## config.mk

```make
export PLATFORM = sky130hd
export DESIGN_NAME = adc_status_ctrl
export DESIGN_NICKNAME = d
export VERILOG_FILES = /design/src/adc_status_ctrl.v /design/src/i2c_target.v
export VERILOG_INCLUDE_DIRS = /design/src
export SDC_FILE = /design/constraint.sdc
export NUM_CORES = 1
export LEC_CHECK = 0
export ABC_CLOCK_PERIOD_IN_PS = 5650
export BUFFER_PORTS_ARGS = -buffer_cell sky130_fd_sc_hd__buf_2
export CAP_MARGIN = 40
export CORE_ASPECT_RATIO = 0.7
export CORE_MARGIN = 10
export CORE_UTILIZATION = 62
export CTS_CLUSTER_SIZE = 24
export DETAILED_ROUTE_END_ITERATION = 10
export GPL_ROUTABILITY_DRIVEN = 0
export GPL_TIMING_DRIVEN = 0
export PLACE_DENSITY = 0.85
export RECOVER_POWER = 100
export SYNTH_ARGS = -nofsm -noshare
export SYNTH_HDL_FRONTEND = slang
export SYNTH_SLANG_ARGS = --single-unit
```

## constraint.sdc

```tcl
create_clock -name MCLK_I -period 5.65 [get_ports MCLK_I]
set_input_delay 0.2825 -clock MCLK_I [delete_from_list [all_inputs] [get_ports MCLK_I]]
set_output_delay 0.2825 -clock MCLK_I [all_outputs]
set_load 0.01 [all_outputs]
```

## src/adc_regs_defines.vh

```
`ifndef ADC_REGS_DEFINES_VH
`define ADC_REGS_DEFINES_VH

// Register offsets on the serial port
`define OFS_STATUS 8'h00
`define OFS_GCTRL 8'h01

// Reset values
`define RST_STATUS 8'h81
`define RST_GCTRL 8'h00

// Status register fields
`define ST_RSVD_ONE 7
`define ST_SEQ 6
`define ST_HS 5
`define ST_RSVD_ZERO 4
`define ST_AVG 3
`define ST_FUSE 2
`define ST_CRCIN 1
`define ST_BOR 0

// Global control register fields
`define GC_RSVD 7
`define GC_CRC 6
`define GC_STATS 5
`define GC_WIN 4
`define GC_TRIG 3
`define GC_FORCE 2
`define GC_CAL 1
`define GC_SRST 0

// Serial target address, arbitrary
`define TARGET_ADDR 7'h17

// Bit count that marks the acknowledge slot
`define ACK_SLOT 4'h8
`define LAST_DATA_BIT 4'h7
// Preset at start; the start's own clock fall wraps it to zero
`define START_CNT 4'hf

`endif

```

## src/adc_status_ctrl.v

```verilog
`include "adc_regs_defines.vh"

module adc_status_ctrl (
  input wire MCLK_I,
  input wire RST_N_I,
  input wire SCL_I,
  input wire SDA_I,
  output wire SCL_O,
  output wire SCL_OE_N_O,
  output wire SDA_O,
  output wire SDA_OE_N_O,
  input wire SEQUENCER_ACTIVE_I,
  input wire HS_MODE_I,
  input wire MANUAL_MODE_I,
  input wire AVERAGE_DONE_I,
  input wire POWERUP_CONFIG_CRC_FAIL_I,
  input wire CRC_MISMATCH_I,
  input wire BROWNOUT_EVENT_I,
  input wire RESUME_ON_ERROR_OPTION_I,
  input wire CONV_DONE_I,
  input wire CAL_DONE_I,
  input wire [7:0] EXT_RDATA_I,
  output wire CRC_ENABLE_O,
  output wire STATISTICS_ENABLE_O,
  output wire STATISTICS_CLEAR_O,
  output wire WINDOW_COMPARATOR_ENABLE_O,
  output wire WINDOW_COMPARATOR_RESET_O,
  output wire CONV_START_O,
  output wire FORCE_ALL_ANALOG_O,
  output wire SEQ_PAUSE_O,
  output wire CAL_START_O,
  output wire SOFT_RESET_O,
  output wire EXT_WR_O,
  output wire [7:0] EXT_ADDR_O,
  output wire [7:0] EXT_WDATA_O
);

  ////////////////////////////////////////////////////////////////////////////
  // Helpers

  // Shared by the three host-clearable flags
  // Sticky flag update, set wins over clear
  function w1c;
    input cur;
    input set;
    input clr;
    begin
      w1c = set | (cur & ~clr);
    end
  endfunction

  ////////////////////////////////////////////////////////////////////////////
  // Declarations

  wire sda_oe_n; // Serial target data drive
  wire [7:0] ptr; // Register pointer
  wire wr_stb; // Byte written
  wire [7:0] wd; // Written byte
  wire rd_nine; // Ninth falling edge of read frame
  reg [7:0] rd_data; // Read-back mux

  reg seq_q; // Sequencer activity copy
  reg hs_q; // High-speed mode copy
  reg avg_q; // Averaging complete flag
  reg fuse_q; // Config CRC fail flag
  reg fuse_cap_q; // Capture of config CRC pending
  reg crc_err_q; // Incoming CRC error flag
  reg bor_q; // Brown-out flag
  reg crc_en_q; // Interface CRC enable
  reg stats_q; // Statistics enable
  reg stats_clr_q; // Statistics clear pulse
  reg win_q; // Window comparator enable
  reg win_rst_q; // Window comparator reset pulse
  reg force_q; // Force all analog bit
  reg cal_q; // Calibration in progress
  reg cal_start_q; // Calibration start pulse
  reg srst_q; // Soft reset pulse
  reg conv_q; // Conversion start pulse
  reg scl_oe_n_q; // Low while stretching SCL
  reg force_out_q; // Effective force analog
  reg pause_q; // Sequencing pause
  reg ext_wr_q; // Forwarded write strobe
  reg [7:0] ext_addr_q; // Forwarded write address
  reg [7:0] ext_wd_q; // Forwarded write data
  reg zero_q; // Constant low for open-drain pins

  // Write strobe decoded against the two local offsets
  wire st_wr = wr_stb & (ptr == `OFS_STATUS);
  wire gc_wr = wr_stb & (ptr == `OFS_GCTRL);
  wire local_hit = (ptr == `OFS_STATUS) | (ptr == `OFS_GCTRL);
  wire crc_set = CRC_MISMATCH_I & crc_en_q;
  // Read frame start, ignored while already stretching
  wire stretch_go = rd_nine & MANUAL_MODE_I & scl_oe_n_q;

  ////////////////////////////////////////////////////////////////////////////
  // Serial target

  // Pins pass the synchronisers inside before any decoding
  i2c_target u_target (
    .clk_i(MCLK_I),
    .rst_n_i(RST_N_I),
    .scl_i(SCL_I),
    .sda_i(SDA_I),
    .rd_data_i(rd_data),
    .sda_oe_n_o(sda_oe_n),
    .ptr_o(ptr),
    .wr_stb_o(wr_stb),
    .wr_data_o(wd),
    .rd_ninth_fall_o(rd_nine)
  );

  ////////////////////////////////////////////////////////////////////////////
  // Read-back mux
  // Local registers answer here, any other offset is
  // served by the rest of the register map
  always @* begin
    case (ptr)
      `OFS_STATUS: begin
        rd_data = {1'b1, seq_q, hs_q, 1'b0, avg_q, fuse_q, crc_err_q, bor_q};
      end
      `OFS_GCTRL: begin
        // Trigger and soft reset read zero
        rd_data = {1'b0, crc_en_q, stats_q, win_q, 1'b0, force_q, cal_q, 1'b0};
      end
      default: begin
        rd_data = EXT_RDATA_I;
      end
    endcase
  end

  ////////////////////////////////////////////////////////////////////////////
  // Status register
  // A host clear loses against a same-cycle set, so an
  // event landing during the clear is never dropped
  always @(posedge MCLK_I or negedge RST_N_I) begin
    if (!RST_N_I) begin
      seq_q <= 1'b0;
      hs_q <= 1'b0;
      avg_q <= 1'b0;
      fuse_q <= 1'b0;
      fuse_cap_q <= 1'b1;
      crc_err_q <= 1'b0;
      bor_q <= 1'b1;
    end else begin
      // Read-only live copies
      // They lag their inputs by one cycle
      seq_q <= SEQUENCER_ACTIVE_I;
      hs_q <= HS_MODE_I;
      // Config CRC result taken once after reset
      if (fuse_cap_q) begin
        fuse_q <= POWERUP_CONFIG_CRC_FAIL_I;
      end
      fuse_cap_q <= srst_q;
      if (srst_q) begin
        // Defaults, brown-out raised
        avg_q <= AVERAGE_DONE_I;
        crc_err_q <= 1'b0;
        bor_q <= 1'b1;
      end else begin
        avg_q <= w1c(avg_q, AVERAGE_DONE_I, st_wr & wd[`ST_AVG]);
        crc_err_q <= w1c(crc_err_q, crc_set, st_wr & wd[`ST_CRCIN]);
        bor_q <= w1c(bor_q, BROWNOUT_EVENT_I, st_wr & wd[`ST_BOR]);
      end
    end
  end

  ////////////////////////////////////////////////////////////////////////////
  // Global control register
  // Soft reset acts one cycle after its strobe, so it
  // overrides the level bits of the same write, not its pulses
  always @(posedge MCLK_I or negedge RST_N_I) begin
    if (!RST_N_I) begin
      crc_en_q <= 1'b0;
      stats_q <= 1'b0;
      stats_clr_q <= 1'b0;
      win_q <= 1'b0;
      win_rst_q <= 1'b0;
      force_q <= 1'b0;
      cal_q <= 1'b0;
      cal_start_q <= 1'b0;
      srst_q <= 1'b0;
    end else begin
      // Pulses last one cycle unless reloaded below
      stats_clr_q <= 1'b0;
      win_rst_q <= 1'b0;
      cal_start_q <= 1'b0;
      srst_q <= gc_wr & wd[`GC_SRST];
      if (srst_q) begin
        // Defaults after soft reset
        crc_en_q <= 1'b0;
        stats_q <= 1'b0;
        win_q <= 1'b0;
        win_rst_q <= 1'b1;
        force_q <= 1'b0;
        cal_q <= 1'b0;
      end else if (gc_wr) begin
        crc_en_q <= wd[`GC_CRC];
        stats_q <= wd[`GC_STATS];
        // Clear only when statistics turn on
        stats_clr_q <= wd[`GC_STATS] & ~stats_q;
        win_q <= wd[`GC_WIN];
        win_rst_q <= ~wd[`GC_WIN];
        force_q <= wd[`GC_FORCE];
        cal_q <= wd[`GC_CAL] | (cal_q & ~CAL_DONE_I);
        cal_start_q <= wd[`GC_CAL] & ~cal_q;
      end else if (CAL_DONE_I) begin
        // Calibration finished
        cal_q <= 1'b0;
      end
    end
  end

  ////////////////////////////////////////////////////////////////////////////
  // Conversion start and clock stretching
  // Only manual mode read frames stretch; conversion end
  // or soft reset lets the bus clock go again
  // The trigger bit pulses once and never stretches
  always @(posedge MCLK_I or negedge RST_N_I) begin
    if (!RST_N_I) begin
      conv_q <= 1'b0;
      scl_oe_n_q <= 1'b1;
    end else begin
      // Trigger bit starts at once, read frame on ninth edge
      conv_q <= (gc_wr & wd[`GC_TRIG]) | stretch_go;
      if (stretch_go) begin
        // Hold the bus clock low
        scl_oe_n_q <= 1'b0;
      end else if (CONV_DONE_I | srst_q) begin
        scl_oe_n_q <= 1'b1;
      end
    end
  end

  ////////////////////////////////////////////////////////////////////////////
  // Error response and forwarded writes
  // Registered so every output leaves a flop; forwarded
  // writes follow one cycle after the write strobe
  always @(posedge MCLK_I or negedge RST_N_I) begin
    if (!RST_N_I) begin
      force_out_q <= 1'b0;
      pause_q <= 1'b0;
      ext_wr_q <= 1'b0;
      ext_addr_q <= 8'h00;
      ext_wd_q <= 8'h00;
      zero_q <= 1'b0;
    end else begin
      zero_q <= 1'b0;
      // Error with resume option forces analog and pauses
      force_out_q <= force_q | (RESUME_ON_ERROR_OPTION_I & crc_err_q);
      // Clearing the flag resumes and restores pins
      pause_q <= RESUME_ON_ERROR_OPTION_I & crc_err_q;
      // Writes elsewhere dropped while CRC error stands
      ext_wr_q <= wr_stb & ~local_hit & ~crc_err_q;
      if (wr_stb) begin
        ext_addr_q <= ptr;
        ext_wd_q <= wd;
      end
    end
  end

  ////////////////////////////////////////////////////////////////////////////
  // Outputs
  // Open-drain pins only pull low; enables pick when
  assign SCL_O = zero_q;
  assign SDA_O = zero_q;
  assign SCL_OE_N_O = scl_oe_n_q;
  assign SDA_OE_N_O = sda_oe_n;
  // Control levels and pulses straight from flops
  assign CRC_ENABLE_O = crc_en_q;
  assign STATISTICS_ENABLE_O = stats_q;
  assign STATISTICS_CLEAR_O = stats_clr_q;
  assign WINDOW_COMPARATOR_ENABLE_O = win_q;
  assign WINDOW_COMPARATOR_RESET_O = win_rst_q;
  assign CONV_START_O = conv_q;
  assign FORCE_ALL_ANALOG_O = force_out_q;
  assign SEQ_PAUSE_O = pause_q;
  assign CAL_START_O = cal_start_q;
  assign SOFT_RESET_O = srst_q;
  assign EXT_WR_O = ext_wr_q;
  assign EXT_ADDR_O = ext_addr_q;
  assign EXT_WDATA_O = ext_wd_q;

endmodule // adc_status_ctrl

```

## src/i2c_target.v

```verilog
`include "adc_regs_defines.vh"

module i2c_target (
  input wire clk_i,
  input wire rst_n_i,
  input wire scl_i,
  input wire sda_i,
  input wire [7:0] rd_data_i,
  output wire sda_oe_n_o,
  output wire [7:0] ptr_o,
  output wire wr_stb_o,
  output wire [7:0] wr_data_o,
  output wire rd_ninth_fall_o
);

  // One-hot frame states
  localparam S_IDLE = 5'h01;
  localparam S_ADDR = 5'h02;
  localparam S_PTR = 5'h04;
  localparam S_WR = 5'h08;
  localparam S_RD = 5'h10;

  reg [1:0] scl_s_q; // Two-stage pin synchroniser
  reg [1:0] sda_s_q; // Two-stage pin synchroniser
  reg scl_p_q; // Previous synchronised level
  reg sda_p_q; // Previous synchronised level
  reg [4:0] state_q; // Frame state
  reg [3:0] cnt_q; // Falling edges within byte
  reg [7:0] sh_q; // Byte shifter
  reg rw_q; // Direction from address byte
  reg nack_q; // Host did not acknowledge
  reg oe_n_q; // Low while pulling SDA low
  reg [7:0] ptr_q; // Register pointer
  reg wr_q; // Write strobe
  reg [7:0] wd_q; // Write data
  reg nine_q; // Ninth falling edge after read address

  wire scl = scl_s_q[1];
  wire sda = sda_s_q[1];
  wire rise = scl & ~scl_p_q;
  wire fall = ~scl & scl_p_q;
  wire start = scl & scl_p_q & sda_p_q & ~sda;
  wire stop = scl & scl_p_q & ~sda_p_q & sda;

  assign sda_oe_n_o = oe_n_q;
  assign ptr_o = ptr_q;
  assign wr_stb_o = wr_q;
  assign wr_data_o = wd_q;
  assign rd_ninth_fall_o = nine_q;

  ////////////////////////////////////////////////////////////////////////////
  // Pin synchronisers and edge history
  always @(posedge clk_i or negedge rst_n_i) begin
    if (!rst_n_i) begin
      scl_s_q <= 2'h3;
      sda_s_q <= 2'h3;
      scl_p_q <= 1'b1;
      sda_p_q <= 1'b1;
    end else begin
      scl_s_q <= {scl_s_q[0], scl_i};
      sda_s_q <= {sda_s_q[0], sda_i};
      scl_p_q <= scl;
      sda_p_q <= sda;
    end
  end

  ////////////////////////////////////////////////////////////////////////////
  // Byte engine
  always @(posedge clk_i or negedge rst_n_i) begin
    if (!rst_n_i) begin
      state_q <= S_IDLE;
      cnt_q <= 4'h0;
      sh_q <= 8'h00;
      rw_q <= 1'b0;
      nack_q <= 1'b0;
      oe_n_q <= 1'b1;
      ptr_q <= 8'h00;
      wr_q <= 1'b0;
      wd_q <= 8'h00;
      nine_q <= 1'b0;
    end else begin
      wr_q <= 1'b0;
      nine_q <= 1'b0;
      if (start) begin
        // Start or repeated start
        state_q <= S_ADDR;
        cnt_q <= `START_CNT;
        oe_n_q <= 1'b1;
      end else if (stop) begin
        state_q <= S_IDLE;
        oe_n_q <= 1'b1;
      end else if (state_q != S_IDLE) begin
        // Sample on rising edge
        if (rise) begin
          if (cnt_q == `ACK_SLOT) begin
            nack_q <= sda;
          end else if (state_q != S_RD) begin
            sh_q <= {sh_q[6:0], sda};
          end
        end
        if (fall) begin
          if (cnt_q == `LAST_DATA_BIT) begin
            // Byte done, acknowledge slot follows
            cnt_q <= `ACK_SLOT;
            case (state_q)
              S_RD: begin
                oe_n_q <= 1'b1;
                ptr_q <= ptr_q + 8'h01;
              end
              S_ADDR: begin
                if (sh_q[7:1] == `TARGET_ADDR) begin
                  oe_n_q <= 1'b0;
                  rw_q <= sh_q[0];
                end else begin
                  state_q <= S_IDLE;
                end
              end
              S_PTR: begin
                oe_n_q <= 1'b0;
                ptr_q <= sh_q;
              end
              default: begin
                oe_n_q <= 1'b0;
                wd_q <= sh_q;
                wr_q <= 1'b1;
              end
            endcase
          end else if (cnt_q == `ACK_SLOT) begin
            // Ninth falling edge
            cnt_q <= 4'h0;
            case (state_q)
              S_ADDR: begin
                if (rw_q) begin
                  state_q <= S_RD;
                  sh_q <= rd_data_i;
                  oe_n_q <= rd_data_i[7];
                  nine_q <= 1'b1;
                end else begin
                  state_q <= S_PTR;
                  oe_n_q <= 1'b1;
                end
              end
              S_PTR: begin
                state_q <= S_WR;
                oe_n_q <= 1'b1;
              end
              S_RD: begin
                if (nack_q) begin
                  state_q <= S_IDLE;
                  oe_n_q <= 1'b1;
                end else begin
                  sh_q <= rd_data_i;
                  oe_n_q <= rd_data_i[7];
                end
              end
              default: begin
                oe_n_q <= 1'b1;
                ptr_q <= ptr_q + 8'h01;
              end
            endcase
          end else begin
            cnt_q <= cnt_q + 4'h1;
            // Shift out next read bit
            if (state_q == S_RD) begin
              oe_n_q <= sh_q[6];
              sh_q <= {sh_q[6:0], 1'b0};
            end
          end
        end
      end
    end
  end

endmodule // i2c_target

```

After elaboration in Yosys (flattened, before gate mapping)
Cells that the tools add are included.
- register bits after elaboration: 81
- output and inout port bits: 31
- word-level logic and storage cells: 206
- add/subtract/negate cells: 2
- equal/unequal tests: 17
- multiplexer cells: 80
- bitwise logic cells: 50
- reduce and logical (&&, ||, !) cells: 20
- operator list (cell ; number):
    8-bit two-way mux ; 12
    5-bit two-way mux ; 10
    8-bit one-hot mux with 2 select lines ; 3
    1-bit two-way mux ; 46
    1-bit bitwise AND ; 26
    4-bit two-way mux ; 6
    7-bit AND reduction ; 3
    1-bit NOT ; 16
    5-bit one-hot mux with 3 select lines ; 1
    5-bit by 1-bit != test with 1-bit output, second input constant ; 2
    2-bit nonzero test ; 5
    3-bit nonzero test ; 3
    8-bit by 1-bit adder with 8-bit output, second input constant ; 1
    8-bit by 1-bit == test with 1-bit output, second input constant ; 1
    8-bit zero test ; 1
    4-bit by 2-bit != test with 1-bit output, second input constant ; 2
    1-bit OR ; 8
    7-bit by 5-bit == test with 1-bit output, second input constant ; 1
    6-bit by 4-bit != test with 1-bit output, second input constant ; 1
    3-bit AND reduction ; 2
    6-bit AND reduction ; 1
    5-bit by 2-bit == test with 1-bit output, second input constant ; 1
    5-bit by 3-bit == test with 1-bit output, second input constant ; 1
    5-bit == test, second input constant ; 1
    other kinds (13) ; 15

Longest topological paths before layout
- depth in word-level cells: 10
- gate-level depth with buffers: 9

Hierarchy
A second synthesis with hierarchy kept.
- cells, all modules: 398
- area total of the unflattened synthesis: 4225.3 µm²
- by module, submodules not included (module ; instances ; cells each ; area an instance (µm²) ; seq. area each (µm²)):
    i2c_target ; 1 ; 265 ; 2617.5 ; 1111.1
    adc_status_ctrl ; 1 ; 133 ; 1607.8 ; 929.6

Worst setup path before layout
OpenSTA, ideal clock, no wires.
- path type: register -> register
- start: reg u_target.ptr_q[3] (netlist: u_target.ptr_o[3])
- end: reg u_target.sh_q[0]
- setup time: 140 ps
- arrival: 1864 ps
- setup slack: 3646 ps
- cell stages (with the launch flop): 8
- path buffers: 1
- period minus slack after synthesis: 2004 ps
- path through: dfrtp_1 buf_6 or4_4 nor3_1 o21ai_1 a22o_1 a22oi_1 o22ai_1
- longest elaborated chain between the ends: 7
- RTL lines (item ; RTL line ; text):
    from (decl) ; i2c_target.v:33 ; reg [7:0] ptr_q;
    from (signal assigned) ; i2c_target.v:108 ; ptr_q <= ptr_q + 8'h01;
    from (signal assigned) ; i2c_target.v:120 ; ptr_q <= sh_q;
    from (signal assigned) ; i2c_target.v:158 ; ptr_q <= ptr_q + 8'h01;
    8-bit by 1-bit == test with 1-bit output / 8-bit zero test (equally long branches) ; adc_status_ctrl.v:117 ; case (ptr)
    8-bit one-hot mux with 2 select lines (*) ; adc_status_ctrl.v:117 ;
    8-bit two-way mux (on tied branches) ; i2c_target.v:148, i2c_target.v:133 ;
    8-bit one-hot mux with 2 select lines (*) ; i2c_target.v:131 ; case (state_q)
    8-bit two-way mux (*) ; i2c_target.v:128 ; end else if (cnt_q == `ACK_SLOT) begin
    8-bit two-way mux (*) ; i2c_target.v:102 ; if (cnt_q == `LAST_DATA_BIT) begin
    8-bit two-way mux (*) ; i2c_target.v:101 ; if (fall) begin
    to (signal assigned) ; i2c_target.v:98 ; sh_q <= {sh_q[6:0], sda};
    to (signal assigned) ; i2c_target.v:135 ; sh_q <= rd_data_i;
    to (signal assigned) ; i2c_target.v:152 ; sh_q <= rd_data_i;
    to (decl) ; i2c_target.v:29 ; reg [7:0] sh_q;
Every way passes the cells marked *; elsewhere a longest branch is shown, timed or not.
A chain may end at the register's enable or synchronous reset.

Worst setup path after layout
- start: reg u_target.ptr_q[3] (netlist: u_target.ptr_o[3])
- end: reg u_target.sh_q[7]
Same word-level chain as after synthesis.

==> summary.txt <==
Timing
  • Final setup viols: 0
  • TNS Setup: 0 ns
  • Worst relative slew slack: 0.183
  • Crit path time final: 3.11 ns
  • Clock skew: 0.00424 ns
  • Pins Over Slew Limit: 0
  • Final period util: 0.550
  • Worst hold margin: roughly 0.027 ns
  • Worst slew pin tran: 1.21 ns
  • RSZ-0062 raised after global routing: false
  • Hold Fails Final Rpt: 0
  • Max Fclk: 0.322 GHz

Clock tree
  • Skew-Pair Late Insertion Delay: around 0.36 ns
  • Cts repair resizes: 0
  • H-Tree Depth: 3
  • Clock Path Buffers: 2
  • CTS buffer count: 9
  • Setup bufs post-CTS: 0
  • Clock slew at reported path FFs: approximately 0.09 ns
  • CTS tree: yes
  • Num Clock Sinks: 81
  • Clk root buf: clkbuf_8

Cells and area
  • Final core utilization: 0.720
  • Final non-filler cell total: 528
  • Diodes inserted: 0
  • Nets: about 470
  • Final Instance Area: between 4000 and 5000 um^2
  • # fillers: 490
  • Sequential cell area: slightly above 2000 um^2
  • Share of cells above drive strength 1: 0.187
  • Area Overhead vs Synth: 13.3%
  • Area occupied by multi-input gates: between 1500 and 2000 um^2

Logic synthesis
  • Mapped cell area: roughly 3900 um^2
  • Synth Instances: ~380
  • Synthesized-area fraction occupied by adder cells: 0.0158
  • Top cells by area, synth: dfrtp_1 44%, mux2_2 7.4%, dfstp_2 7.3%, a21oi_1 4.1%, nand2_1 3.1%
  • Mux share of post-synthesis cell area: 0.0868
  • XOR/XNOR share of the synthesized area: 0.00666
  • Main synth FF type: dfrtp_1
  • Leading area contributor after synthesis: dfrtp_1
  • Synth Register Bits: slightly above 80
  • Synth Area in Compound Gates: 0.158
  • Post-synth EDFFs: 0
  • Post-synth cell types: 64
  • Synth top area share: 0.444
  • Ys async rst share: 1.00
  • Synth Warn #: 0
  • Synth Area in Simple Gates: 0.177
  • Sequential-to-total area share from yosys stat: 0.517
  • Syn Area/Cell: 10.4 um^2
  • Largest family of logic cells by synthesized area: simple AND/OR/NAND/NOR gates

Power and ir drop
  • Worst VDD drop: ~220 uV
  • Pwr Density: 367 nW/um^2
  • Leak: between 2 and 2.5 nW

Place
  • Placed Cells: approximately 500
  • DP Wirelength: ~7300 um
  • Placed inst area: between 4000 and 5000 um^2
  • IO Port Bufs: 50

Global route
  • Initial antenna violation count: 0
  • Largest net degree at the start of global routing: 62
  • Total grt overflow: 0
  • Global-route wire length before repair: ~16000 um
  • Tot GR Track Use: 0.204
  • Vias in the first global route: about 3200

Detailed routing
  • First-pass detailed-route iteration total: 6
  • Vias: around 3400
  • Post-route antenna net violation count: 0
  • Initial detailed-routing violation count: ~490
  • Total wire length: 10100 um
  • Wire length per cell: around 19 um
  • Remaining DRCs: 0
  • Vias per inst: between 6 and 7

Critical path
  • Critical Setup Path Class: reg2reg
  • CP endpoint kind: flop
  • Worst path required time: 5.93 ns
  • Buf/Inv on CP: 1
  • Slowest stage cell on the critical path: nor4b_1
  • Worst Path Arrival: roughly 3.4 ns
  • Top Family by Delay on Critical Path: simple AND/OR/NAND/NOR gates
  • Crit start category: flop
  • Worst Path Max Fanout: 9
  • Max incr delay on CP: ~1.0 ns
  • Worst R2R Setup Slack: 2.54 ns
  • Worst path cell trace: clkbuf_1 > or4_1 > nor4b_1 > a21oi_1 > o32ai_2 > a21oi_1 > o2111ai_1
  • Most used cell, CP: a21oi_1

Job
  • Maxcap violations: 0

Die
  • IO Pins: 53
  • Row count: 24
  • Initial Utilization: 0.635
  • Chip Height: ~87 um
  • Die Area: 10000 um^2
  • Placeable core area: a little over 6000 um^2
  • Die W: around 120 um

Status
  • Status: finished clean

Hold path
  • Class of the worst hold path: in2reg
-- sequential cells by signal, summed over array words and instances, names as in the netlist, 2 cells and up --
name and flops:
u_target.ptr_o 8, EXT_ADDR_O 8, u_target.cnt_q 4, EXT_WDATA_O 8
u_target.scl_s_q 2, u_target.wr_data_o 8, u_target.sda_s_q 2, u_target.sh_q 8
u_target.state_q 5
-- report_power, final --
part,internal [W],switching (W)
registers,0.000670,0.000120
logic,0.000166,0.000245
clock network,0.000220,0.000222
-- placed cells by master (no fill, tap or decap), types with 4 or more instances in the layout --
cell      count
o21ai_0      22
a21oi_1      34
mux2_2       26
a22oi_1       7
o211ai_1      5
o221ai_1      5
and3_1        4
inv_1        16
nand2b_1      6
nor2_1       26
nand4_1       5
nor3_1        4
ha_1          5
mux2i_1       5
buf_2        23
clkbuf_8     10
dfstp_2       8
clkbuf_1     43
nor2b_1       4
nand3b_1      4
nand3_1      17
dfrtp_1      70
nand2_1      33
-- per-layer routing --
metal,part of all wire,GRT usage,up-vias
li1,-,-,1505
met1,0.43,0.276,1620
met2,0.44,0.298,211
met3,0.12,0.0807,14
met4,0.0087,0.0528,0
met5,0,0,-
-- area by class of cell --
type | count | share of cell area
inverters | 16 | 0.0134
clock inverters | 5 | 0.0140
clock buffers | 11 | 0.0316
repair buffers | 54 | 0.0607
plain buffers | 17 | 0.0165
flip-flops and latches | 81 | 0.456
multi-input cells | 266 | 0.386
well taps | 78 | 0.0218
-- per-stage QoR --
step	setup slack [ns]	power, W
4_1_cts	3.31	0.00164
6_report	2.54	0.00164
2_1_floorplan	3.65	0.00105
5_1_grt	2.36	0.00171
3_3_place_gp	3.40	0.00118
3_5_place_dp	3.34	0.00120
-- Yosys cell counts, types with 6 or more instances --
master     n
a21oi_1   32
a22oi_1    7
clkbuf_1   8
dfrtp_1   70
dfstp_2   11
inv_1     16
mux2_2    26
nand2_1   33
nand2b_1   6
nand3_1   17
nor2_1    24
o21ai_0   20
-- worst paths after layout --
kind | startpoint | endpoint | cells after the start
max | u_target.ptr_o[3]$_DFFE_PN0P_ | u_target.sh_q[7]$_DFFE_PN0P_ | 7
max reg2reg | u_target.ptr_o[3]$_DFFE_PN0P_ | u_target.sh_q[7]$_DFFE_PN0P_ | 7
min | SEQUENCER_ACTIVE_I | seq_q$_DFF_PN0_ | 1
min reg2reg | u_target.scl_s_q[0]$_DFF_PN1_ | u_target.scl_s_q[1]$_DFF_PN1_ | 0
min in group asynchronous | RST_N_I | u_target.state_q[4]$_DFFE_PN0P_ | 2
max in group asynchronous | RST_N_I | bor_q$_DFF_PN1_ | 3
-- timing repair --
| action | CTS | global route |
|---|---|---|
| hold buffers | 1 | 2 |
| setup endpoints to repair | 0 | 0 |
| hold endpoints to repair | 12 | 2 |
-- kinds of logic after synthesis --
kind of cell    count (synthesis)
xor+xnor                        3
buf+inv                        33
simple gates                  129
other cells                     1
fa+ha+maj                       5
flops                          81
compound gates                 96
mux                            31
No activity file was read; power rests on OpenSTA's default activity.
